**config.mk**
```make
export PLATFORM = sky130hd
export DESIGN_NAME = mdsw_core
export DESIGN_NICKNAME = d
export VERILOG_FILES = /design/src/pkg/mdsw_pkg.sv /design/src/core/mdsw_wdog.sv /design/src/core/mdsw_core.sv
export SDC_FILE = /design/constraint.sdc
export NUM_CORES = 1
export LEC_CHECK = 0
export ABC_CLOCK_PERIOD_IN_PS = 8300
export BUFFER_PORTS_ARGS = -buffer_cell sky130_fd_sc_hd__buf_2
export CAP_MARGIN = 25
export CORE_MARGIN = 4
export CORE_UTILIZATION = 53
export CTS_CLUSTER_SIZE = 20
export DETAILED_ROUTE_END_ITERATION = 16
export PLACE_DENSITY_LB_ADDON = 0.08
export SETUP_SLACK_MARGIN = 0.5
export SYNTH_ARGS = -nofsm -noshare
export SYNTH_HDL_FRONTEND = slang
export SYNTH_SLANG_ARGS = --single-unit
```
**constraint.sdc**
```tcl
create_clock -name clk -period 8.3 [get_ports clk]
set_input_delay 2.49 -clock clk [delete_from_list [all_inputs] [get_ports clk]]
set_output_delay 2.49 -clock clk [all_outputs]
set_load 0.01 [all_outputs]
```
**src/pkg/mdsw_pkg.sv**
```systemverilog
// Constants and types shared by the display select and link watchdog block
package mdsw_pkg;

  // ************************************************************
  // Register map
  // ************************************************************
  localparam logic [15:0] SEL_ADDR = 16'h0043;
  localparam logic [15:0] DISP_ONE_ADDR = 16'h0038;
  localparam logic [15:0] DISP_TWO_ADDR = 16'h0039;
  localparam logic [15:0] SEL_RESET = 16'h0000;
  localparam logic [15:0] ONE_REG = 16'h0001;

  // ************************************************************
  // Function and exception codes
  // ************************************************************
  localparam logic [7:0] FC_READ_INPUT = 8'h04;
  localparam logic [7:0] FC_WRITE_SINGLE = 8'h06;
  localparam logic [7:0] FC_WRITE_MULTI = 8'h10;
  localparam logic [7:0] EXC_FLAG = 8'h80;
  localparam logic [7:0] EXC_BAD_FUNC = 8'h01;
  localparam logic [7:0] EXC_BAD_ADDR = 8'h02;
  localparam logic [7:0] READ_BYTES = 8'h02;

  // ************************************************************
  // Source codes
  // ************************************************************
  localparam logic [3:0] SRC_NONE = 4'h0;
  localparam logic [3:0] SRC_RET_TEMP = 4'h1;
  localparam logic [3:0] SRC_COND = 4'h2;
  localparam logic [3:0] SRC_PRESS = 4'h3;

  // ************************************************************
  // Timing
  // ************************************************************
  localparam int MONITOR_SEC = 180;
  localparam int CLK_PERIOD_NS = 5;
  localparam int NS_PER_SEC = 1000000000;
  localparam int SEC_CYCLES = NS_PER_SEC / CLK_PERIOD_NS;

  // ************************************************************
  // Types
  // ************************************************************
  typedef enum logic [1:0] {
    RSP_ECHO = 2'b00,
    RSP_READ = 2'b01,
    RSP_EXC = 2'b10
  } mdsw_fmt_t;

  typedef struct packed {
    logic [7:0] func;
    logic [15:0] addr;
    logic [15:0] qty;
    logic [15:0] data;
  } mdsw_req_t;

  typedef struct packed {
    mdsw_fmt_t fmt;
    logic [7:0] devAddr;
    logic [7:0] func;
    logic [7:0] byteCount;
    logic [15:0] wordOne;
    logic [15:0] wordTwo;
  } mdsw_rsp_t;

  typedef struct packed {
    logic [15:0] retTemp;
    logic [15:0] conductivity;
    logic [15:0] pressure;
  } mdsw_meas_t;

endpackage

```
**src/core/mdsw_wdog.sv**
```systemverilog
// Link watchdog counting whole seconds between host messages
`timescale 1ns/1ps
module mdsw_wdog #(
  parameter int SEC_CYCLES = mdsw_pkg::SEC_CYCLES
) (
  // Clock and reset
  input wire logic clk,
  input wire logic sys_rst,
  // Control
  input wire logic enable,
  input wire logic kick,
  input wire logic [15:0] limitSec,
  // Status
  output logic alarm,
  output logic alarmRise
);

  typedef struct packed {
    logic [31:0] tick;
    logic [15:0] secs;
    logic alarm;
    logic rise;
  } mdsw_wd_t;

  mdsw_wd_t wd_q;
  mdsw_wd_t wd_d;

  // ************************************************************
  // Next state
  // ************************************************************
  always_comb begin
    wd_d = wd_q;
    wd_d.rise = 1'b0;
    if (!enable) begin
      wd_d.tick = '0;
      wd_d.secs = '0;
      wd_d.alarm = 1'b0;
    end else if (kick) begin
      wd_d.tick = '0;
      wd_d.secs = '0;
      wd_d.alarm = 1'b0;
    end else if (wd_q.tick == 32'(SEC_CYCLES - 1)) begin
      wd_d.tick = '0;
      if (wd_q.secs != limitSec) begin
        wd_d.secs = wd_q.secs + 16'h0001;
      end
      if (limitSec != 16'h0000 && wd_q.secs + 16'h0001 >= limitSec) begin
        wd_d.alarm = 1'b1;
        wd_d.rise = !wd_q.alarm;
      end
    end else begin
      wd_d.tick = wd_q.tick + 32'h0000_0001;
    end
  end

  always_ff @(posedge clk or posedge sys_rst) begin
    if (sys_rst) begin
      wd_q <= '0;
    end else begin
      wd_q <= wd_d;
    end
  end

  assign alarm = wd_q.alarm;
  assign alarmRise = wd_q.rise;
endmodule

```
**src/core/mdsw_core.sv**
```systemverilog
// Modbus display select registers, serial mode and link watchdog
`timescale 1ns/1ps
module mdsw_core #(
  parameter int SEC_CYCLES = mdsw_pkg::SEC_CYCLES,
  parameter logic [15:0] MONITOR_SEC = 16'(mdsw_pkg::MONITOR_SEC)
) (
  // Clock and reset
  input wire logic clk,
  input wire logic sys_rst,
  // Decoded request from the framing layer
  input wire logic reqValid,
  input wire mdsw_pkg::mdsw_req_t req,
  input wire logic otherMsg,
  input wire logic [7:0] devAddr,
  // Answer to the framing layer
  output logic rspValid,
  output mdsw_pkg::mdsw_rsp_t rsp,
  // Measured quantities
  input wire mdsw_pkg::mdsw_meas_t meas,
  // Operation control
  input wire logic modeReq,
  input wire logic localModeReq,
  input wire logic startCmd,
  input wire logic stopCmd,
  input wire logic wdEnable,
  input wire logic stopOnAlarm,
  // Status
  output logic serialMode,
  output logic running,
  output logic linkTimeoutAlarm,
  output logic [15:0] displayOne,
  output logic [15:0] displayTwo,
  output logic [15:0] selectValue
);

  typedef struct packed {
    logic [15:0] sel;
    logic [15:0] dispOne;
    logic [15:0] dispTwo;
    logic serial;
    logic modeReqPrev;
    logic run;
    logic rspValid;
    mdsw_pkg::mdsw_rsp_t rsp;
  } mdsw_state_t;

  mdsw_state_t st_q;
  mdsw_state_t st_d;
  logic wdAlarm;
  logic wdRise;

  // ************************************************************
  // Source decode
  // ************************************************************
  function automatic logic [15:0] pickSource(input logic [3:0] code,
                                             input mdsw_pkg::mdsw_meas_t m);
    logic [15:0] val;
    val = 16'h0000;
    unique case (code)
      mdsw_pkg::SRC_RET_TEMP: val = m.retTemp;
      mdsw_pkg::SRC_COND: val = m.conductivity;
      mdsw_pkg::SRC_PRESS: val = m.pressure;
      default: val = 16'h0000;
    endcase
    return val;
  endfunction

  // ************************************************************
  // Watchdog
  // ************************************************************
  mdsw_wdog #(
    .SEC_CYCLES(SEC_CYCLES)
  ) u_wdog (
    .clk(clk),
    .sys_rst(sys_rst),
    .enable(wdEnable && st_q.serial),
    .kick(reqValid || otherMsg),
    .limitSec(MONITOR_SEC),
    .alarm(wdAlarm),
    .alarmRise(wdRise)
  );

  // ************************************************************
  // Next state
  // ************************************************************
  always_comb begin
    st_d = st_q;
    st_d.rspValid = 1'b0;
    st_d.dispOne = pickSource(st_q.sel[3:0], meas);
    st_d.dispTwo = pickSource(st_q.sel[7:4], meas);
    st_d.modeReqPrev = modeReq;
    if (modeReq && !st_q.modeReqPrev) begin
      st_d.serial = 1'b1;
    end else if (localModeReq) begin
      st_d.serial = 1'b0;
    end
    if (wdRise && stopOnAlarm) begin
      st_d.run = 1'b0;
    end else if (stopCmd) begin
      st_d.run = 1'b0;
    end else if (startCmd) begin
      st_d.run = 1'b1;
    end
    if (reqValid) begin
      st_d.rspValid = 1'b1;
      st_d.rsp.devAddr = devAddr;
      st_d.rsp.func = req.func;
      st_d.rsp.fmt = mdsw_pkg::RSP_ECHO;
      st_d.rsp.byteCount = 8'h00;
      st_d.rsp.wordOne = req.addr;
      st_d.rsp.wordTwo = req.qty;
      if (req.func == mdsw_pkg::FC_WRITE_MULTI) begin
        if (req.addr == mdsw_pkg::SEL_ADDR && req.qty == mdsw_pkg::ONE_REG) begin
          st_d.sel = req.data;
          st_d.rsp.wordTwo = req.qty;
        end else begin
          st_d.rsp.fmt = mdsw_pkg::RSP_EXC;
          st_d.rsp.func = req.func | mdsw_pkg::EXC_FLAG;
          st_d.rsp.byteCount = mdsw_pkg::EXC_BAD_ADDR;
        end
      end else if (req.func == mdsw_pkg::FC_WRITE_SINGLE) begin
        if (req.addr == mdsw_pkg::SEL_ADDR) begin
          st_d.sel = req.data;
          st_d.rsp.wordTwo = req.data;
        end else begin
          st_d.rsp.fmt = mdsw_pkg::RSP_EXC;
          st_d.rsp.func = req.func | mdsw_pkg::EXC_FLAG;
          st_d.rsp.byteCount = mdsw_pkg::EXC_BAD_ADDR;
        end
      end else if (req.func == mdsw_pkg::FC_READ_INPUT) begin
        if (req.qty == mdsw_pkg::ONE_REG && req.addr == mdsw_pkg::DISP_ONE_ADDR) begin
          st_d.rsp.fmt = mdsw_pkg::RSP_READ;
          st_d.rsp.byteCount = mdsw_pkg::READ_BYTES;
          st_d.rsp.wordOne = st_q.dispOne;
          st_d.rsp.wordTwo = 16'h0000;
        end else if (req.qty == mdsw_pkg::ONE_REG && req.addr == mdsw_pkg::DISP_TWO_ADDR) begin
          st_d.rsp.fmt = mdsw_pkg::RSP_READ;
          st_d.rsp.byteCount = mdsw_pkg::READ_BYTES;
          st_d.rsp.wordOne = st_q.dispTwo;
          st_d.rsp.wordTwo = 16'h0000;
        end else begin
          st_d.rsp.fmt = mdsw_pkg::RSP_EXC;
          st_d.rsp.func = req.func | mdsw_pkg::EXC_FLAG;
          st_d.rsp.byteCount = mdsw_pkg::EXC_BAD_ADDR;
        end
      end else begin
        st_d.rsp.fmt = mdsw_pkg::RSP_EXC;
        st_d.rsp.func = req.func | mdsw_pkg::EXC_FLAG;
        st_d.rsp.byteCount = mdsw_pkg::EXC_BAD_FUNC;
      end
    end
  end

  always_ff @(posedge clk or posedge sys_rst) begin
    if (sys_rst) begin
      st_q <= '0;
      st_q.sel <= mdsw_pkg::SEL_RESET;
    end else begin
      st_q <= st_d;
    end
  end

  // ************************************************************
  // Outputs
  // ************************************************************
  assign rspValid = st_q.rspValid;
  assign rsp = st_q.rsp;
  assign serialMode = st_q.serial;
  assign running = st_q.run;
  assign linkTimeoutAlarm = wdAlarm;
  assign displayOne = st_q.dispOne;
  assign displayTwo = st_q.dispTwo;
  assign selectValue = st_q.sel;
endmodule

```
**After elaboration in Yosys (flattened, before gate mapping)**

Cells that the tools add are included.
Widths: inputs -> output; s select.

- Flip-flop bits (word level): 160
- Input bits: 122
- Output and inout port bits: 110
- Word-level logic and storage cells: 97

- $add $sub $neg: 2
- Order comparisons: 1
- Equality and inequality tests: 19
- Muxes and demuxes: 42
- Reduce and logical (&&, ||, !) cells: 16

Operator list:

| cell | count |
|---|---|
| $mux 16 | 15 |
| $mux 32 | 4 |
| $mux 49 | 2 |
| $pmux 16 s3 | 2 |
| $mux 59 | 1 |
| $add 32x1->32 const B | 1 |
| $eq 16x6->1 const B | 2 |
| $eq 32x28->1 const B | 1 |
| $mux 18 | 1 |
| $add 16x1->16 const B | 1 |
| $eq 16x1->1 const B | 1 |
| $eq 16x7->1 const B | 1 |
| $eq 4x2->1 const B | 4 |
| $eq 8x3->1 const B | 2 |
| $ge 16x8->1 const B | 1 |
| $mux 2 | 8 |
| $mux 8 | 2 |
| $ne 16x8->1 const B | 1 |
| $ne 3x3->1 const B | 3 |
| $eq 4x1->1 const B | 2 |
| $eq 8x5->1 const B | 1 |
| $mux 1 | 7 |
| $logic_and 1x1->1 | 6 |
| $reduce_bool 2->1 | 3 |
| 6 further kinds | 8 |

**Longest topological paths before layout**

- Word-level depth: 8
- Mapped depth: 9
- Mapped depth without buffers: 7

**Cells and area by module**

From an unflattened synthesis, not the netlist that was laid out.

- Cell total of the unflattened synthesis: 919
- Area total of the unflattened synthesis: 9112.5 µm²

By module, submodules not included:

| module | times used | cells an instance | area each (µm²) | sequential area each (µm²) |
|---|---|---|---|---|
| mdsw_core | 1 | 515 | 5539.1 | 2602.5 |
| mdsw_wdog | 1 | 404 | 3573.4 | 1251.2 |

**Worst setup path after synthesis**

Ideal clock, no wire load.

- Path type: input -> register
- Start point: input req[51] in the netlist's numbering
- End point: register st_q, in the netlist selectValue[0]
- Setup time: 125 ps
- Data arrival time: 4298 ps
- Data required time: 8175 ps
- Setup slack: 3877 ps
- Stages: 6
- Buffers on the path: 1
- Path through: nor4_1 > nand4bb_1 > o22a_1 > nor4_4 > buf_6 > mux2_2

- Longest elaborated chain between the ends: 3
- Elaborated cells between the ends (all ways): 7
- Those cells by class: 3 x eq/ne; 1 x mux; 3 x reduce/logical

Ends and longest elaborated chain:

| item | RTL line | RTL |
|---|---|---|
| start: declaration | mdsw_core.sv:12 | `input wire mdsw_pkg::mdsw_req_t req,` |
| $eq 8x5->1 / $eq 8x3->1 (equally long branches) | mdsw_core.sv:112, mdsw_core.sv:121 |  |
| $ne 2x1->1 (no source line) / $reduce_bool 2->1 (equally long branches) | - |  |
| $reduce_and 4->1 (no source line) | - |  |
| end signal: assignment | mdsw_core.sv:159 | `st_q <= st_d;` |
| end: declaration | mdsw_core.sv:47 | `mdsw_state_t st_q;` |

Parallel ways exist; a longest one is shown, timed or not.
A chain may end at the register's enable or synchronous reset.

**Worst setup path after layout**

- Start point: input req[51] in the netlist's numbering
- End point: register st_q, in the netlist selectValue[2]

The elaborated chain is that of the path after synthesis.

==> impl_results.md <==
- Synth Instances: 851
- Post-CTS Setup Bufs: 0
- Top cells by area, synth: dfrtp_1 47%, buf_4 9.7%, mux2_2 6.3%, nand2_1 4.2%, nor2_1 3.4%
- Avg WL per Cell: 17.6 um
- Synth warnings: 0
- Total grt overflow: 0
- Clock Tree Root: clkbuf_16
- Vias in the first global route: 6331
- Worst vdd ir: 0.141 mV
- CTS clk-pin slew, worst paths: 60 ps
- Synth top cells by count: 154 x dfrtp_1, 107 x buf_4, 92 x nand2_1
- Antenna violations before repair: 4
- Share of cells above drive strength 1: 33.1%
- Largest net degree at the start of global routing: 90
- Crit path kind: in -> reg
- Die ar.: 0.0177 mm^2
- FFs w/ async S/R, synth: 100%
- First-pass detailed-route iteration total: 5
- Nets: 1089
- Number of DRC markers in iteration 0: 341
- # rows: 45
- Post-DP HPWL: 15200 um
- Max Clock Freq: 225 MHz
- Met1 Routed Length: 9070 um
- Setup violators final: 0
- Die H: 133 um
- RePlAce Congestion: 0.850
- Final period utilization: 53.6%
- RSZ-0062 raised after global routing: no
- Fin util: 61.8%
- Pwr Density: 181 mW/mm^2
- Hold endpoint: serialMode
- Arr. time, crit path: 4740 ps
- #FFs+latches synth: 154
- Type of destination of the critical path: flip-flop
- Worst slew pin tran: 825 ps
- Most frequent cell after synthesis: dfrtp_1
- Die Wd: 133 um
- Vias per cell: 5.47
- Syn_area_per_cell: 9.74 um^2
- Port bufs: 225
- Startpoint class of the critical path: input port
- Hold Crit Start: st_q[60]
- Via Count: 6510
- Synth unique cells: 57
- Top routing layer in use: met4
- Fill cells: 1336
- Setup tns final: 0 ps
- Flop2flop setup slack: 5670 ps
- Critical path required time: 8600 ps
- Core area: 0.0153 mm^2
- Cts hold-fix bufs: 0
- Crit-path max FO: 12
- Max-cap violations: 0
- Skew-Pair Late Insertion Delay: 420 ps
- Gr usage total: 23.5%
- Worst R2R Start: u_wdog.wd_q[18]
- Clock buffer count from CTS: 17
- Hold path depth: 1
- # clock sinks: 154
- First-pass GRT wire length: 33400 um
- Met3 WL: 1110 um
- DR WL met2: 10400 um
- CTS tree: yes
- Cells along the critical path: buf_2, nor4_1, nand4bb_1, o22a_1, nor4_4, buf_4, mux2_2
- Initial Utilization: 54.3%
- Worst R2R End: u_wdog.wd_q[14]
- Io pins: 232
- Slew Limit Fails: 0
- Register area share after synthesis: 46.5%
- P&R area growth vs syn: 13.7%
- Synth Cell Area: 0.00829 mm^2
- Kind of cell adding the most delay to the critical path: simple AND/OR/NAND/NOR gates
- CP peak stage delay: 410 ps
- Reg2Reg Depth: 6
- # DRC: 0
- Clock Path Buffers: 2
- Post-layout min period: 4450 ps
- Rel. slew slack: 45.0%
- Status: finished, final reports clean
- Number of synthesized flops with an enable pin: 0
- Routed Antenna Nets: 0
- Lkg Pwr: 4.47 nW
- Overall routed net length: 21000 um
- Crit path max-delay cell type: nor4_1
- Predominant post-synthesis flop cell: dfrtp_1
- Final hold vios: 0
- Buf/Inv on CP: 2
- Share of the synthesized area in the top cell type: 46.5%
- Worst Skew: 7.12 ps
- Min-delay worst type: reg -> reg
- Cell taking the most area after synthesis: dfrtp_1
- Post-CTS sizing: 0
- # H-tree levels: 4
-- through the flow --
stage	hold slack (ps)	power [mW]	worst slack (ps)	cell area, um^2	std cells
2_1_floorplan	399	0.893	1660	8310	856
6_report	423	1.70	3850	9420	1191
5_1_grt	431	1.77	3720	9420	1191
3_5_place_dp	414	0.936	3430	8790	1155
3_3_place_gp	419	0.933	3480	8790	1155
4_1_cts	428	1.72	3850	9390	1186
-- cells by family (layout without fill, tap and decap cells) --
group / count (synthesis) / after routing / share of synthesized area [%]
simple gates: 306 / 306 / 18.8
buf+inv: 162 / 282 / 12.5
flops: 154 / 154 / 46.5
compound gates: 126 / 126 / 9.53
mux: 66 / 66 / 8.67
xor+xnor: 33 / 33 / 3.49
fa+ha+maj: 3 / 3 / 0.453
other cells: 1 / 10 / 0.0453
-- flip-flops by register name, summed over array words and instances, names as in the netlist --
name / count
displayOne: 16
displayTwo: 16
rsp: 52
rspValid: 1
running: 1
selectValue: 16
serialMode: 1
st_q: 1
u_wdog.alarm: 1
u_wdog.alarmRise: 1
u_wdog.wd_q: 48
-- per-layer routing --
layer | track usage [%] | up-vias
met5 | 0 | -
met4 | 8.26 | 0
met3 | 5.02 | 30
met2 | 38.6 | 187
met1 | 30.9 | 3183
li1 | - | 3110
-- worst max path at each step --
| stage | start | endpoint | slack, ps | cells past startpoint |
|---|---|---|---|---|
| floorplan | sys_rst | displayOne[0] | 1660 | 1 |
| global placement | req[51] | selectValue[10] | 3480 | 7 |
| detailed placement | req[51] | selectValue[9] | 3430 | 7 |
| CTS | req[51] | selectValue[2] | 3850 | 7 |
| global route | req[51] | selectValue[2] | 3720 | 7 |
| finish | req[51] | selectValue[2] | 3850 | 7 |
-- placed cells by master (no fill, tap or decap), drive strengths merged, types with 14 or more instances in the layout --
cell type,synthesis,layout
nor3,15,15
nand3,27,27
xnor2,25,25
mux2,46,46
nand2,93,93
nor4,23,23
a22oi,32,32
inv,16,17
mux2i,20,20
a21oi,55,55
buf,114,235
clkbuf,32,20
nor2,76,76
nand4,14,14
dfrtp,154,154
-- cell type report --
cell class	count	area (um^2)	area share (%)
tap	211	264	2.80
multi-input combinational	540	3420	36.3
sequential	154	3850	40.9
inverter	16	65.1	0.690
antenna	4	10.0	0.106
clock buffer	20	447	4.74
timing repair buffer	235	1220	13.0
clock inverter	11	146	1.55
-- where the power goes --
group,switching (mW),internal (mW),total (mW)
Clock,0.301,0.479,0.781
Combinational,0.0785,0.0570,0.136
Sequential,0.0124,0.774,0.787
(Power assumes the default switching activity.)
